--- src/design/pwm_ctl_pkg.sv ---
package pwm_ctl_pkg;
  // Data path widths
  localparam int ADDR_W = 8;
  localparam int DATA_W = 8;
  localparam int COUNT_W = 12;
  localparam int DUTY_W = 16;
  localparam int NUM_CH = 6;
  localparam int NUM_PAIR = 3;
  localparam int SYNC_W = 10;

  // Register byte addresses
  localparam logic [7:0] CTRL_ONE_ADDR = 8'h20;
  localparam logic [7:0] CTRL_TWO_ADDR = 8'h21;
  localparam logic [7:0] COUNT_HIGH_ADDR = 8'h26;
  localparam logic [7:0] COUNT_LOW_ADDR = 8'h27;
  localparam logic [7:0] PERIOD_HIGH_ADDR = 8'h28;
  localparam logic [7:0] PERIOD_LOW_ADDR = 8'h29;
  localparam logic [7:0] DUTY_BASE_ADDR = 8'h2A;
  localparam logic [7:0] MANUAL_ADDR = 8'h36;
  localparam logic [7:0] MAP_X_ADDR = 8'h37;
  localparam logic [7:0] MAP_Y_ADDR = 8'h38;

  // Control register one bit positions
  localparam int C1_ENABLE = 0;
  localparam int C1_LOAD_OK = 1;
  localparam int C1_CORR_LO = 2;
  localparam int C1_CORR_HI = 3;
  localparam int C1_FLAG = 4;
  localparam int C1_IRQ_EN = 5;
  localparam int C1_DIS_Y = 6;
  localparam int C1_DIS_X = 7;

  // Control register two bit positions
  localparam int C2_PSC_LO = 0;
  localparam int C2_CENTER = 2;
  localparam int C2_POL3 = 3;
  localparam int C2_POL1 = 5;
  localparam int C2_RATE_LO = 6;

  // Manual output register bit positions
  localparam int MN_OVERRIDE = 6;
  localparam int MN_COMPL = 7;

  // Correction select codes (upper bit set means current sensing)
  localparam logic [1:0] CORR_DEAD = 2'h2;

  // Reset values
  localparam logic [7:0] BYTE_RST = 8'h00;
  localparam logic [15:0] DUTY_RST = 16'h0000;
  localparam logic [11:0] COUNT_RST = 12'h000;
endpackage

--- src/design/pwm_timer_if.sv ---
`timescale 1ns/100ps
interface pwm_timer_if;
  logic run;                                  // Generator enabled
  logic tick;                                 // Prescaled count enable
  logic center;                               // Center-aligned mode
  logic [pwm_ctl_pkg::COUNT_W-1:0] modulus;   // Active modulus
  logic [pwm_ctl_pkg::COUNT_W-1:0] count;     // Live counter
  logic cyc_end;                              // Last tick of a PWM cycle
  logic half_pt;                              // Turning point of center mode

  // Counter side
  modport ctr (input run, tick, center, modulus, output count, cyc_end, half_pt);
  // Consumers of the count
  modport snk (input run, tick, center, modulus, count, cyc_end, half_pt);
endinterface

--- src/design/pwm_counter.sv ---
`timescale 1ns/100ps
module pwm_counter (
  // Clock and reset
  input wire logic i_clk,
  input wire logic i_rst,
  // Timer bundle
  pwm_timer_if.ctr t
);
  import pwm_ctl_pkg::*;

  logic up_r;                  // Counting direction, high while rising
  logic [COUNT_W:0] cnt_inc;   // Count plus one, one bit wider
  logic last_up;               // Next rising tick reaches the modulus

  assign cnt_inc = {1'b0, t.count} + {{COUNT_W{1'b0}}, 1'b1};
  assign last_up = cnt_inc >= {1'b0, t.modulus};

  // Cycle end and turning point strobes
  assign t.cyc_end = t.tick && (t.modulus != COUNT_RST) &&
                     (t.center ? (!up_r && t.count <= 12'h001) : last_up);
  assign t.half_pt = t.tick && t.center && up_r && last_up;

  // Counter: up/down in center mode, up-only in edge mode, down with a zero modulus
  always_ff @(posedge i_clk or posedge i_rst) begin
    if (i_rst) begin
      t.count <= COUNT_RST;
      up_r <= 1'b1;
    end else if (!t.run) begin
      // Held at zero while the generator is off
      t.count <= COUNT_RST;
      up_r <= 1'b1;
    end else if (t.tick) begin
      if (t.modulus == COUNT_RST) begin
        // Illegal modulus: endless count down through 0xFFF
        t.count <= t.count - 12'h001;
      end else if (!t.center) begin
        // Edge mode wraps after modulus ticks
        t.count <= last_up ? COUNT_RST : cnt_inc[COUNT_W-1:0];
      end else if (up_r) begin
        // Rising half of the triangle
        t.count <= last_up ? t.modulus : cnt_inc[COUNT_W-1:0];
        up_r <= !last_up;
      end else begin
        // Falling half, back to zero
        t.count <= (t.count <= 12'h001) ? COUNT_RST : t.count - 12'h001;
        up_r <= t.count <= 12'h001;
      end
    end
  end
endmodule

--- src/design/pwm_channel.sv ---
`timescale 1ns/100ps
module pwm_channel (
  // Clock and reset
  input wire logic i_clk,
  input wire logic i_rst,
  // Timer bundle
  pwm_timer_if.snk t,
  // Duty value in effect
  input wire logic [pwm_ctl_pkg::DUTY_W-1:0] i_duty,
  // Raw channel output
  output logic o_on
);
  import pwm_ctl_pkg::*;

  logic off_all;   // Zero or negative duty
  logic on_all;    // Duty at or above the modulus

  assign off_all = i_duty[DUTY_W-1] || (i_duty == DUTY_RST);
  assign on_all = i_duty >= {4'h0, t.modulus};

  // Compare stage, forced low while the generator is off
  always_ff @(posedge i_clk or posedge i_rst) begin
    if (i_rst) begin
      o_on <= 1'b0;
    end else if (!t.run) begin
      o_on <= 1'b0;
    end else if (off_all) begin
      o_on <= 1'b0;
    end else if (on_all) begin
      o_on <= 1'b1;
    end else begin
      o_on <= t.count < i_duty[COUNT_W-1:0];
    end
  end
endmodule

--- src/design/pwm_ctl_top.sv ---
// Function
// - Disabled pins float unless override selected
// - Disable clears counter and stops it
// - Disabled generator holds internal outputs low
// - Faults and manual pins work while disabled
// - Disable keeps reload flag and pending request
// - Clocks run in wait; interrupts wake
// - High byte read latches low byte
// - Modulus sets period, doubled when centered
// - Modulus buffered until load-ok reload; reads buffer
// - Modulus not reset; zero counts down forever
// - Six signed 16-bit duty values
// - Duty below one off, at modulus on
// - Complementary pairs share one duty value
// - Duty buffered until load-ok reload; reads buffer
// - Bank disables force pins; release next cycle or on override
// - Enabled reload flag raises interrupt
// - Reload flag sets every reload cycle
// - Flag cleared by read-set then write zero
// - Flag clear withdraws only reload interrupt
// - Correction select chooses polarity source
// - Dead-time sensing latches only when both off
// - Half or end sensing works at extremes
// - Load-ok set by read-zero write-one, self-clears
// - Reload every 1, 2, 4 or 8 cycles
`timescale 1ns/100ps
module pwm_ctl_top (
  // Clock and reset
  input wire logic i_clk,
  input wire logic i_rst,
  // Register port
  input wire logic [pwm_ctl_pkg::ADDR_W-1:0] i_addr,
  input wire logic [pwm_ctl_pkg::DATA_W-1:0] i_wdata,
  input wire logic i_wr,
  input wire logic i_rd,
  output logic [pwm_ctl_pkg::DATA_W-1:0] o_rdata,
  // Power stage pins
  output logic [pwm_ctl_pkg::NUM_CH-1:0] o_pwm,
  output logic [pwm_ctl_pkg::NUM_CH-1:0] o_pwm_oe_n,
  input wire logic [pwm_ctl_pkg::NUM_PAIR-1:0] i_sense_n,
  // Fault block levels
  input wire logic [pwm_ctl_pkg::NUM_CH-1:0] i_fault_off,
  input wire logic i_fault_irq,
  // Interrupt and wake
  output logic o_irq,
  output logic o_wake
);
  import pwm_ctl_pkg::*;

  pwm_timer_if tmr ();   // Counter bundle

  // Pin synchronisers
  logic [SYNC_W-1:0] sync1_r;   // First stage
  logic [SYNC_W-1:0] sync2_r;   // Second stage
  logic [NUM_PAIR-1:0] sense_s;   // Synced sense, high means use odd value
  logic [NUM_CH-1:0] fault_s;     // Synced fault disables
  logic fault_irq_s;              // Synced fault request

  // Control register one fields
  logic enable_r;
  logic load_ok_r;
  logic [1:0] corr_sel_r;
  logic flag_r;
  logic irq_en_r;
  logic dis_y_r;
  logic dis_x_r;
  // Control register two buffers, and the center bit used directly
  logic [1:0] psc_buf_r;
  logic center_r;
  logic [NUM_PAIR-1:0] pol_buf_r;
  logic [1:0] rate_buf_r;
  // Manual control
  logic [NUM_CH-1:0] man_out_r;
  logic override_r;
  logic compl_r;
  // Disable maps
  logic [NUM_CH-1:0] map_x_r;
  logic [NUM_CH-1:0] map_y_r;
  // Modulus buffer and active copy, both without reset
  logic [COUNT_W-1:0] mod_buf_r;
  logic [COUNT_W-1:0] mod_act_r;
  // Duty buffers and active copies
  logic [DUTY_W-1:0] duty_buf_r [NUM_CH];
  logic [DUTY_W-1:0] duty_act_r [NUM_CH];
  // Values taken at reload
  logic [1:0] psc_act_r;
  logic [1:0] rate_act_r;
  logic [NUM_PAIR-1:0] pol_act_r;
  // Sequencing
  logic enable_d_r;       // Enable one cycle late
  logic [2:0] psc_cnt_r;  // Prescaler divider
  logic [2:0] ld_cnt_r;   // Cycles since last reload
  logic flag_arm_r;       // Flag seen set by a read
  logic load_ok_arm_r;       // Load-ok seen clear by a read
  logic dis_x_act_r;      // Bank X disable in force
  logic dis_y_act_r;      // Bank Y disable in force
  logic [NUM_PAIR-1:0] sense_pick_r;   // Latched sense polarity
  logic [NUM_PAIR-1:0] pick_r;         // Register choice in this cycle
  logic [7:0] cnt_lo_latch_r;  // Low count byte held by high read
  logic cnt_latched_r;
  // Combinational terms
  logic first_rel;
  logic reload;
  logic do_load;
  logic cyc_start;
  logic [2:0] psc_mask;
  logic [2:0] rate_mask;
  logic wr_c1;
  logic rd_c1;
  logic [7:0] ctl1_val;
  logic [7:0] rdata_nxt;
  logic [NUM_CH-1:0] gen_on;
  logic [NUM_CH-1:0] pin_nxt;

  assign sense_s = ~sync2_r[NUM_PAIR-1:0];
  assign fault_s = sync2_r[NUM_PAIR+NUM_CH-1:NUM_PAIR];
  assign fault_irq_s = sync2_r[SYNC_W-1];

  // Two-stage synchronisers for all pin inputs
  always_ff @(posedge i_clk or posedge i_rst) begin
    if (i_rst) begin
      sync1_r <= '0;
      sync2_r <= '0;
    end else begin
      sync1_r <= {i_fault_irq, i_fault_off, i_sense_n};
      sync2_r <= sync1_r;
    end
  end

  // Timer bundle drive; the prescaler divides only while enabled.
  // No tick in the first reload cycle: the modulus is only loaded there
  assign psc_mask = 3'(({2'b00, 1'b1} << psc_act_r) - 3'h1);
  assign rate_mask = 3'(({2'b00, 1'b1} << rate_act_r) - 3'h1);
  assign tmr.run = enable_r;
  assign tmr.tick = enable_r && !first_rel && ((psc_cnt_r & psc_mask) == psc_mask);
  assign tmr.center = center_r;
  assign tmr.modulus = mod_act_r;

  // Reload timing: first enable, then every 1/2/4/8 cycles
  assign first_rel = enable_r && !enable_d_r;
  assign reload = first_rel || (tmr.cyc_end && ld_cnt_r == rate_mask);
  assign do_load = reload && load_ok_r;
  assign cyc_start = first_rel || tmr.cyc_end;
  assign wr_c1 = i_wr && i_addr == CTRL_ONE_ADDR;
  assign rd_c1 = i_rd && i_addr == CTRL_ONE_ADDR;

  pwm_counter u_counter (
    .i_clk(i_clk),
    .i_rst(i_rst),
    .t(tmr)
  );

  // Divider counters, cleared and stopped while disabled
  always_ff @(posedge i_clk or posedge i_rst) begin
    if (i_rst) begin
      psc_cnt_r <= 3'h0;
      ld_cnt_r <= 3'h0;
      enable_d_r <= 1'b0;
    end else begin
      enable_d_r <= enable_r;
      psc_cnt_r <= enable_r ? psc_cnt_r + 3'h1 : 3'h0;
      if (!enable_r || reload) begin
        ld_cnt_r <= 3'h0;
      end else if (tmr.cyc_end) begin
        ld_cnt_r <= ld_cnt_r + 3'h1;
      end
    end
  end

  // Control register one, plain bits
  always_ff @(posedge i_clk or posedge i_rst) begin
    if (i_rst) begin
      enable_r <= 1'b0;
      corr_sel_r <= 2'h0;
      irq_en_r <= 1'b0;
      dis_x_r <= 1'b0;
      dis_y_r <= 1'b0;
    end else if (wr_c1) begin
      // Disabling leaves the flag and request alone
      enable_r <= i_wdata[C1_ENABLE];
      corr_sel_r <= {i_wdata[C1_CORR_HI], i_wdata[C1_CORR_LO]};
      irq_en_r <= i_wdata[C1_IRQ_EN];
      dis_x_r <= i_wdata[C1_DIS_X];
      dis_y_r <= i_wdata[C1_DIS_Y];
    end
  end

  // Reload flag with read-then-write-zero clear; a reload wins
  always_ff @(posedge i_clk or posedge i_rst) begin
    if (i_rst) begin
      flag_r <= 1'b0;
      flag_arm_r <= 1'b0;
    end else begin
      if (reload) begin
        flag_r <= 1'b1;
        flag_arm_r <= 1'b0;
      end else if (rd_c1 && flag_r) begin
        flag_arm_r <= 1'b1;
      end else if (wr_c1) begin
        // Sequence ends with any write
        flag_arm_r <= 1'b0;
        if (!i_wdata[C1_FLAG] && flag_arm_r) begin
          flag_r <= 1'b0;
        end
      end
    end
  end

  // Load-ok: read as zero, then write one; cleared by the load
  always_ff @(posedge i_clk or posedge i_rst) begin
    if (i_rst) begin
      load_ok_r <= 1'b0;
      load_ok_arm_r <= 1'b0;
    end else begin
      if (rd_c1) begin
        load_ok_arm_r <= !load_ok_r;
      end else if (wr_c1) begin
        load_ok_arm_r <= 1'b0;
      end
      if (wr_c1 && i_wdata[C1_LOAD_OK]) begin
        load_ok_r <= load_ok_r || load_ok_arm_r;
      end else if (wr_c1) begin
        load_ok_r <= 1'b0;
      end else if (do_load) begin
        load_ok_r <= 1'b0;
      end
    end
  end

  // Control register two, manual output and disable maps
  always_ff @(posedge i_clk or posedge i_rst) begin
    if (i_rst) begin
      psc_buf_r <= 2'h0;
      center_r <= 1'b0;
      pol_buf_r <= '0;
      rate_buf_r <= 2'h0;
      man_out_r <= '0;
      override_r <= 1'b0;
      compl_r <= 1'b0;
      map_x_r <= '0;
      map_y_r <= '0;
    end else if (i_wr) begin
      unique case (i_addr)
        CTRL_TWO_ADDR: begin
          psc_buf_r <= i_wdata[C2_PSC_LO+:2];
          center_r <= i_wdata[C2_CENTER];
          pol_buf_r <= i_wdata[C2_POL1:C2_POL3];
          rate_buf_r <= i_wdata[C2_RATE_LO+:2];
        end
        MANUAL_ADDR: begin
          man_out_r <= i_wdata[NUM_CH-1:0];
          override_r <= i_wdata[MN_OVERRIDE];
          compl_r <= i_wdata[MN_COMPL];
        end
        MAP_X_ADDR: map_x_r <= i_wdata[NUM_CH-1:0];
        MAP_Y_ADDR: map_y_r <= i_wdata[NUM_CH-1:0];
        default: ;
      endcase
    end
  end

  // Modulus buffer and active copy carry no reset
  always_ff @(posedge i_clk) begin
    if (i_wr && i_addr == PERIOD_HIGH_ADDR) begin
      mod_buf_r[COUNT_W-1:8] <= i_wdata[3:0];
    end else if (i_wr && i_addr == PERIOD_LOW_ADDR) begin
      mod_buf_r[7:0] <= i_wdata;
    end
    if (do_load) begin
      mod_act_r <= mod_buf_r;
    end
  end

  // Values that follow every reload, and those gated by load-ok
  always_ff @(posedge i_clk or posedge i_rst) begin
    if (i_rst) begin
      psc_act_r <= 2'h0;
      rate_act_r <= 2'h0;
      pol_act_r <= '0;
    end else if (reload) begin
      rate_act_r <= rate_buf_r;
      pol_act_r <= pol_buf_r;
      if (load_ok_r) begin
        psc_act_r <= psc_buf_r;
      end
    end
  end

  // Per-channel duty buffer, active copy and comparator
  for (genvar k = 0; k < NUM_CH; k++) begin : g_ch
    localparam logic [7:0] HI_ADDR = 8'(DUTY_BASE_ADDR + 2 * k);
    localparam logic [7:0] LO_ADDR = 8'(DUTY_BASE_ADDR + 2 * k + 1);
    logic [DUTY_W-1:0] duty_use;   // Value fed to the comparator

    // Buffered writes, loaded only by a load-ok reload
    always_ff @(posedge i_clk or posedge i_rst) begin
      if (i_rst) begin
        duty_buf_r[k] <= DUTY_RST;
        duty_act_r[k] <= DUTY_RST;
      end else begin
        if (i_wr && i_addr == HI_ADDR) begin
          duty_buf_r[k][15:8] <= i_wdata;
        end else if (i_wr && i_addr == LO_ADDR) begin
          duty_buf_r[k][7:0] <= i_wdata;
        end
        if (do_load) begin
          duty_act_r[k] <= duty_buf_r[k];
        end
      end
    end

    // Complementary pairs use the picked register of the pair
    assign duty_use = compl_r ? duty_act_r[2 * (k / 2) + int'(pick_r[k / 2])]
                              : duty_act_r[k];

    pwm_channel u_ch (
      .i_clk(i_clk),
      .i_rst(i_rst),
      .t(tmr),
      .i_duty(duty_use),
      .o_on(gen_on[k])
    );

    // Bottom of a complementary pair is the inverse, low when off
    assign pin_nxt[k] = (override_r ? man_out_r[k]
        : ((compl_r && k % 2 == 1) ? (enable_r && !gen_on[k]) : gen_on[k]))
        && !(dis_x_act_r && map_x_r[k]) && !(dis_y_act_r && map_y_r[k])
        && !fault_s[k];
  end

  // Top/bottom correction source per pair
  for (genvar p = 0; p < NUM_PAIR; p++) begin : g_pair
    // Sense latch: dead time when both off, else half or end point
    always_ff @(posedge i_clk or posedge i_rst) begin
      if (i_rst) begin
        sense_pick_r[p] <= 1'b0;
      end else if (corr_sel_r == CORR_DEAD) begin
        if (!o_pwm[2 * p] && !o_pwm[2 * p + 1]) begin
          sense_pick_r[p] <= sense_s[p];
        end
      end else if (corr_sel_r[1] && (center_r ? tmr.half_pt : tmr.cyc_end)) begin
        sense_pick_r[p] <= sense_s[p];
      end
    end

    // Choice taken at each cycle start
    always_ff @(posedge i_clk or posedge i_rst) begin
      if (i_rst) begin
        pick_r[p] <= 1'b0;
      end else if (cyc_start) begin
        pick_r[p] <= corr_sel_r[1] ? sense_pick_r[p] : pol_act_r[p];
      end
    end
  end

  // Software bank disables act at once, release at a cycle start or while override is selected
  always_ff @(posedge i_clk or posedge i_rst) begin
    if (i_rst) begin
      dis_x_act_r <= 1'b0;
      dis_y_act_r <= 1'b0;
    end else begin
      if (dis_x_r) begin
        dis_x_act_r <= 1'b1;
      end else if (cyc_start || override_r) begin
        dis_x_act_r <= 1'b0;
      end
      if (dis_y_r) begin
        dis_y_act_r <= 1'b1;
      end else if (cyc_start || override_r) begin
        dis_y_act_r <= 1'b0;
      end
    end
  end

  // Pin drive; float while disabled unless override is selected
  always_ff @(posedge i_clk or posedge i_rst) begin
    if (i_rst) begin
      o_pwm <= '0;
      o_pwm_oe_n <= '1;
    end else begin
      o_pwm <= pin_nxt;
      o_pwm_oe_n <= {NUM_CH{!(enable_r || override_r)}};
    end
  end

  // Interrupt: reload flag gated by its enable, wake on any source
  always_ff @(posedge i_clk or posedge i_rst) begin
    if (i_rst) begin
      o_irq <= 1'b0;
      o_wake <= 1'b0;
    end else begin
      o_irq <= flag_r && irq_en_r;
      o_wake <= (flag_r && irq_en_r) || fault_irq_s;
    end
  end

  // Counter low byte latch
  always_ff @(posedge i_clk or posedge i_rst) begin
    if (i_rst) begin
      cnt_lo_latch_r <= BYTE_RST;
      cnt_latched_r <= 1'b0;
    end else if (i_rd && i_addr == COUNT_HIGH_ADDR) begin
      cnt_lo_latch_r <= tmr.count[7:0];
      cnt_latched_r <= 1'b1;
    end else if (i_rd && i_addr == COUNT_LOW_ADDR) begin
      cnt_latched_r <= 1'b0;
    end
  end

  // Read mux
  assign ctl1_val = {dis_x_r, dis_y_r, irq_en_r, flag_r, corr_sel_r, load_ok_r, enable_r};
  always_comb begin
    rdata_nxt = BYTE_RST;
    if (i_addr >= DUTY_BASE_ADDR && i_addr < MANUAL_ADDR) begin
      for (int n = 0; n < NUM_CH; n++) begin
        if (i_addr == 8'(DUTY_BASE_ADDR + 2 * n)) begin
          rdata_nxt = duty_buf_r[n][15:8];
        end else if (i_addr == 8'(DUTY_BASE_ADDR + 2 * n + 1)) begin
          rdata_nxt = duty_buf_r[n][7:0];
        end
      end
    end else begin
      unique case (i_addr)
        CTRL_ONE_ADDR: rdata_nxt = ctl1_val;
        CTRL_TWO_ADDR: rdata_nxt = {rate_buf_r, pol_buf_r, center_r, psc_buf_r};
        COUNT_HIGH_ADDR: rdata_nxt = {4'h0, tmr.count[COUNT_W-1:8]};
        COUNT_LOW_ADDR: rdata_nxt = cnt_latched_r ? cnt_lo_latch_r : tmr.count[7:0];
        PERIOD_HIGH_ADDR: rdata_nxt = {4'h0, mod_buf_r[COUNT_W-1:8]};
        PERIOD_LOW_ADDR: rdata_nxt = mod_buf_r[7:0];
        MANUAL_ADDR: rdata_nxt = {compl_r, override_r, man_out_r};
        MAP_X_ADDR: rdata_nxt = {2'h0, map_x_r};
        MAP_Y_ADDR: rdata_nxt = {2'h0, map_y_r};
        default: rdata_nxt = BYTE_RST;
      endcase
    end
  end

  // Read data stands one cycle after the strobe, zero otherwise
  always_ff @(posedge i_clk or posedge i_rst) begin
    if (i_rst) begin
      o_rdata <= BYTE_RST;
    end else begin
      o_rdata <= i_rd ? rdata_nxt : BYTE_RST;
    end
  end
endmodule

--- config.mk ---
export PLATFORM = sky130hd
export DESIGN_NAME = pwm_ctl_top
export DESIGN_NICKNAME = d
export VERILOG_FILES = /design/src/design/pwm_ctl_pkg.sv /design/src/design/pwm_timer_if.sv /design/src/design/pwm_counter.sv /design/src/design/pwm_channel.sv /design/src/design/pwm_ctl_top.sv
export SDC_FILE = /design/constraint.sdc
export NUM_CORES = 1
export LEC_CHECK = 0
export ABC_CLOCK_PERIOD_IN_PS = 13990
export BUFFER_PORTS_ARGS = -buffer_cell sky130_fd_sc_hd__buf_2
export CORE_ASPECT_RATIO = 0.6
export CORE_UTILIZATION = 64
export DETAILED_ROUTE_END_ITERATION = 7
export MAX_ROUTING_LAYER = met4
export PLACE_DENSITY = 0.82
export SYNTH_ARGS = -nofsm -noshare
export SYNTH_HDL_FRONTEND = slang
export SYNTH_SLANG_ARGS = --single-unit
--- constraint.sdc ---
create_clock -name i_clk -period 13.99 [get_ports i_clk]
set_clock_uncertainty 0.2 [all_clocks]
set_input_delay 2.798 -clock i_clk [delete_from_list [all_inputs] [get_ports i_clk]]
set_output_delay 2.798 -clock i_clk [all_outputs]
set_load 0.1 [all_outputs]
# == Word-level counts from Yosys, hierarchy flattened ==
# Index checks and enable logic that the tools add are counted.
# word_totals
ff_bits,341
latch_bits,0
mem_bits_rw,0
rom_bits,0
out_inout_bits,22
n_memories,0
# classes
n_addsub,8
mul,0
div_mod_pow,0
n_lt_le_gt_ge,19
eq_ne,31
n_shift,2
n_mux,104
n_bitwise,12
n_reduce_logical,154
# op_table
op,n
$mux 16,12
$eq 8x6->1 const B,21
$bmux 16 s3,3
$mux 8,15
$ge 16x12->1,6
$ge 32x4->1 const B,3
$logic_not 16->1,6
$mux 12,8
$lt 12x12->1,6
$pmux 8 s9,1
$logic_and 1x1->1,71
$mux 1,62
$logic_not 1->1,35
$not 1->32,1
$not 3->32,1
$not 4->32,1
$reduce_and 2->1,15
$reduce_bool 2->1,8
$add 12x1->13 const B,1
$ge 13x12->1,1
$logic_or 1x1->1,13
$le 12x1->1 const B,1
$logic_not 12->1,1
$reduce_bool 12->1,1
18 further kinds,37

# == Longest topological paths before layout ==
# depth
ltp_word,15
ltp_mapped,15
depth_no_buf,12

# == By module ==
# A second synthesis with hierarchy kept.
# hier_totals
cells_unflattened,1849
hier_area_um2,20497.2
# modules_own_cells
mod,n_inst,cells_each,area_each_um2
pwm_ctl_top,1,1124,14978.1
pwm_channel,6,85,636.9
pwm_counter,1,215,1697.9

# == Worst setup path before layout ==
# OpenSTA, ideal clock, no wires.
# synth_path
path_kind,input -> register
from,in i_addr[2] (netlist name)
to,"reg mod_buf_r[0], enable pin"
t_arrival_ps,4195
required_ps,13458
slack_ps,9264
cell_stages,4
cell_sequence,or4b_4 > buf_6 > nor3_2 > and2_1
# synth_between
elab_chain_cells,4
# synth_lines
element,line,text
"start, declared",pwm_ctl_top.sv:32,"input wire logic [pwm_ctl_pkg::ADDR_W-1:0] i_addr,"
$eq 8x6->1,pwm_ctl_top.sv:264,if (i_wr && i_addr == PERIOD_HIGH_ADDR) begin
$logic_and 1x1->1,pwm_ctl_top.sv:264,
$not 1->1 (no source line),n/a,
$reduce_and 2->1 (no source line) (*),n/a,
"end signal, assigned by index",pwm_ctl_top.sv:265,mod_buf_r[COUNT_W-1:8] <= i_wdata[3:0];
"end signal, assigned",pwm_ctl_top.sv:267,mod_buf_r[7:0] <= i_wdata;
"end, declared",pwm_ctl_top.sv:80,logic [COUNT_W-1:0] mod_buf_r;
# Every way passes the cells marked *; elsewhere a longest branch is shown, timed or not.
# A chain may end at the register's enable or synchronous reset.

# == Final worst setup path ==
# layout_path
from,reg u_counter.t.count[2]
to,reg duty_act_r[30] (netlist name)
# layout_between
elab_chain_cells,7
# layout_lines
element,line,text
"start, declared",pwm_timer_if.sv:12,"modport ctr (input run, tick, center, modulus, output count, cyc_end, half_pt);"
"start signal, assigned",pwm_counter.sv:35,t.count <= t.count - 12'h001;
"start signal, assigned",pwm_counter.sv:38,t.count <= last_up ? COUNT_RST : cnt_inc[COUNT_W-1:0];
"start signal, assigned",pwm_counter.sv:41,t.count <= last_up ? t.modulus : cnt_inc[COUNT_W-1:0];
$add 12x1->13 / $le 12x1->1 (equally long branches),"pwm_counter.sv:15, pwm_counter.sv:20",
$ge 13x12->1 / $logic_and 1x1->1 (equally long branches),"pwm_counter.sv:16, pwm_counter.sv:20",
$mux 1 (*),pwm_counter.sv:20,(t.center ? (!up_r && t.count <= 12'h001) : last_up);
$logic_and 1x1->1 (*),pwm_counter.sv:19,assign t.cyc_end = t.tick && (t.modulus != COUNT_RST) &&
$logic_and 1x1->1 (*),pwm_ctl_top.sv:141,assign reload = first_rel || (tmr.cyc_end && ld_cnt_r == rate_mask);
$logic_or 1x1->1 (*),pwm_ctl_top.sv:141,
$logic_and 1x1->1 (*),pwm_ctl_top.sv:142,assign do_load = reload && load_ok_r;
"end signal, assigned by index",pwm_ctl_top.sv:307,duty_act_r[k] <= duty_buf_r[k];
"end, declared",pwm_ctl_top.sv:84,logic [DUTY_W-1:0] duty_act_r [NUM_CH];
# Marked as above.

==> summary.md <==
| Metric | Value |
|---|---|
| Met2 global-route usage | `a little over 60%` |
| Final Max Tran Viols | `0` |
| Initial Utilization | `65.5%` |
| Total grt overflow | `0` |
| Post-route cell area | `22,100 µm²` |
| First-pass GRT wire length | `99,200 µm` |
| Global routing met3 resource utilization | `10.7%` |
| Ratio of final minimum period to clock period | `around 42%` |
| CP max FO | `72` |
| Chip Width | `233 µm` |
| Final hold violation count | `0` |
| Leading area contributor after synthesis | `dfrtp_1` |
| DIE HEIGHT | `approximately 140 µm` |
| Post-Syn Area per Cell | `roughly 11 µm²` |
| Cells resized by post-CTS repair | `0` |
| TritonCTS buffer count | `31` |
| Worst slack at placement | `~8.3 ns` |
| Setup Crit Path Kind | `register to register` |
| Hold_buf cts | `0` |
| RePlAce Congestion | `1.01` |
| Seq/Total Area, Yosys | `between 40 and 50%` |
| Ys flop type | `dfrtp_1` |
| Postcts setup bufs | `0` |
| Clk pin slew, worst setup/hold paths | `around 0.070 ns` |
| Storage cell area | `8660 µm²` |
| Yosys top cell area share | `approximately two fifths` |
| Antenna-violating nets left | `0` |
| Distinct cells, synth | `89` |
| WL/cell | `between 20 and 30 µm` |
| Post-Syn Nets | `~2,100` |
| Initial antenna violation count | `6` |
| Fin Hold WS | `around 0.15 ns` |
| Total power | `around 2.2 mW` |
| Synth warn | `0` |
| Largest net degree at the start of global routing | `190` |
| Worst EP arrival | `slightly above 6 ns` |
| Via Count | `between 15,000 and 20,000` |
| Post-DP HPWL | `47,500 µm` |
| RSZ-0062 raised after global routing | `false` |
| Worst setup SP type | `register` |
| Busiest grt layer | `met2` |
| Drt drc | `0` |
| Post-Place Cells | `between 2,000 and 2,500` |
| Relative slew slack | `roughly a quarter` |
| P_leak | `between 10 and 15 nW` |
| Worst Path Required | `roughly 14 ns` |
| Max cap viols | `0` |
| Number of global-route vias before repair | `around 17,000` |
| #FFs+latches synth | `between 300 and 400` |
| Die area | `32,900 µm²` |
| Latest clock arrival within the worst-skew pair | `0.58 ns` |
| Synth top area cells | `dfrtp_1, ha_1, mux2_2, mux2i_1, nand2_1` |
| Fin crit period | `roughly 6 ns` |
| CP Capture Type | `register` |
| Final std cells w/o fill | `2,389` |
| Root Buffer | `clkbuf_16` |
| WL final | `~66,000 µm` |
| Placed Area | `21,000 µm²` |
| Slew @ Worst Pin | `1.11 ns` |
| Final core utilization | `between 70% and 80%` |
| Grt met1 use | `between 50% and 60%` |
| # IOs | `52` |
| Run status | `completed` |
| Highest clock rate | `~170 MHz` |
| Row count | `50` |
| Hold Path Class | `register to register` |
| 1st-iter DRT viols | `roughly 1,900` |
| First-pass detailed-route iteration total | `5` |
| Layout area overhead | `7.56%` |
| Buffers on Ports | `51` |
| H-tree levels | `1` |
| VDD IR-drop max | `about 110 µV` |
| GRT Overall Usage | `41.7%` |
| Core area | `about 31,000 µm²` |
| Power per Cell Area | `between 90 and 100 nW/µm²` |
| Final TNS setup | `0 ns` |
| # nets final | `about 2,100` |
| Synth Instances | `1,951` |
| Post-synth EDFFs | `24` |
| Clk buf depth | `3` |
| Endpoints failing setup | `0` |
| Sink Count | `around 340` |
| Area taken by multi-input logic gates | `~11,000 µm²` |
| Setup WS post-layout | `just over 8 ns` |
| Share of layout cells above drive strength 1 | `roughly a fifth` |
| Fill cells | `around 2,200` |
| CTS tree | `done` |
| Vias per inst | `6.92` |
| Asr flop ratio synth | `between 90% and 100%` |
| Synth Cell Area | `about 21,000 µm²` |
[final cells by class]
| cell class | instances | share of cell area (%) |
|---|---|---|
| multi-input cells | 1405 | 49.7 |
| clock buffers | 41 | 3.95 |
| well taps | 416 | 2.35 |
| inverters | 92 | 1.59 |
| diodes | 5 | 0.0565 |
| repair buffers | 72 | 1.92 |
| flip-flops and latches | 341 | 39.1 |
| clock inverters | 17 | 1.31 |
[flip-flops by register name (all words and copies together), names as in the netlist, 10 cells and up]
signal,flops
duty_act_r,96
duty_buf_r,96
mod_act_r,12
mod_buf_r,12
u_counter.t.count,12
sync1_r,10
sync2_r,10
[cells by family after synthesis]
group	synth area share [%]
simple gates	12.9
compound gates	15.5
flops	42.1
mux	14.8
buf+inv	4.57
fa+ha+maj	9.43
xor+xnor	0.681
[synthesized netlist by cell type (9+ instances only)]
master,count
dfrtp_1,315
nand2_1,272
mux2_2,159
ha_1,155
mux2i_1,116
inv_1,91
nor2_1,75
o22ai_2,69
o21ai_0,55
clkbuf_1,54
a21oi_1,47
buf_2,35
nand3_1,34
o22ai_1,34
nor3_1,30
a21o_1,26
nand4_1,26
edfxtp_1,24
and3_1,19
nand2b_1,19
a211oi_1,18
a22oi_1,17
a221oi_1,13
buf_6,13
nor2b_1,13
a31oi_1,12
o21a_1,11
o211ai_1,10
or4_1,10
xor2_1,10
and2_1,9
nor4_1,9
or3_1,9
[cell usage in the layout, fill, tap and decap left out, drive strengths merged, types with 9 or more instances in the layout]
master,instances
a211oi,19
a21o,26
a21oi,47
a221oi,13
a22oi,17
a31oi,12
and2,9
and3,20
buf,72
clkbuf,41
dfrtp,315
edfxtp,24
ha,155
inv,93
mux2,164
mux2i,116
nand2,273
nand2b,19
nand3,34
nand4,26
nor2,76
nor2b,13
nor3,35
nor4,12
o211ai,10
o21a,11
o21ai,59
o22ai,103
or3,9
or4,10
xor2,10
[worst max-delay path, stage by stage (launching register included)]
cell and delay (ns):
dfrtp_1 0.91, nand2_1 0.17, nor3_1 0.39, and3_1 0.24
xor2_1 0.22, ha_1 0.27, o21a_1 0.18, o21ai_0 0.30
nor2_1 0.21, a211oi_4 0.48, o41a_2 0.90, buf_4 0.92
o22ai_1 0.20
[worst paths after layout]
kind | slack, ns | startpoint | to | cells past startpoint
max reg2reg | 8.07 | u_counter.t.count[2]$_DFFE_PP0P_ | duty_act_r[30]$_DFFE_PP0P_ | 12
max | 8.07 | u_counter.t.count[2]$_DFFE_PP0P_ | duty_act_r[30]$_DFFE_PP0P_ | 12
min reg2reg | 0.15 | sync1_r[6]$_DFF_PP0_ | sync2_r[6]$_DFF_PP0_ | 0
max in group asynchronous | 9.76 | i_rst | duty_act_r[69]$_DFFE_PP0P_ | 3
min in group asynchronous | 2.19 | i_rst | u_counter.t.count[7]$_DFFE_PP0P_ | 2
min | 0.15 | sync1_r[6]$_DFF_PP0_ | sync2_r[6]$_DFF_PP0_ | 0
[where the power goes]
group          switching, mW  total, mW  internal [mW]
registers             0.0393       1.06           1.02
logic                 0.0954      0.138         0.0424
clock network          0.398      0.971          0.573
[layer usage]
metal,vias to the layer above,share of wire (%)
met5,-,0
met4,0,3.0
met3,168,11
met2,944,44
met1,8281,42
li1,7134,-
Power figures use the tool's default switching activity.
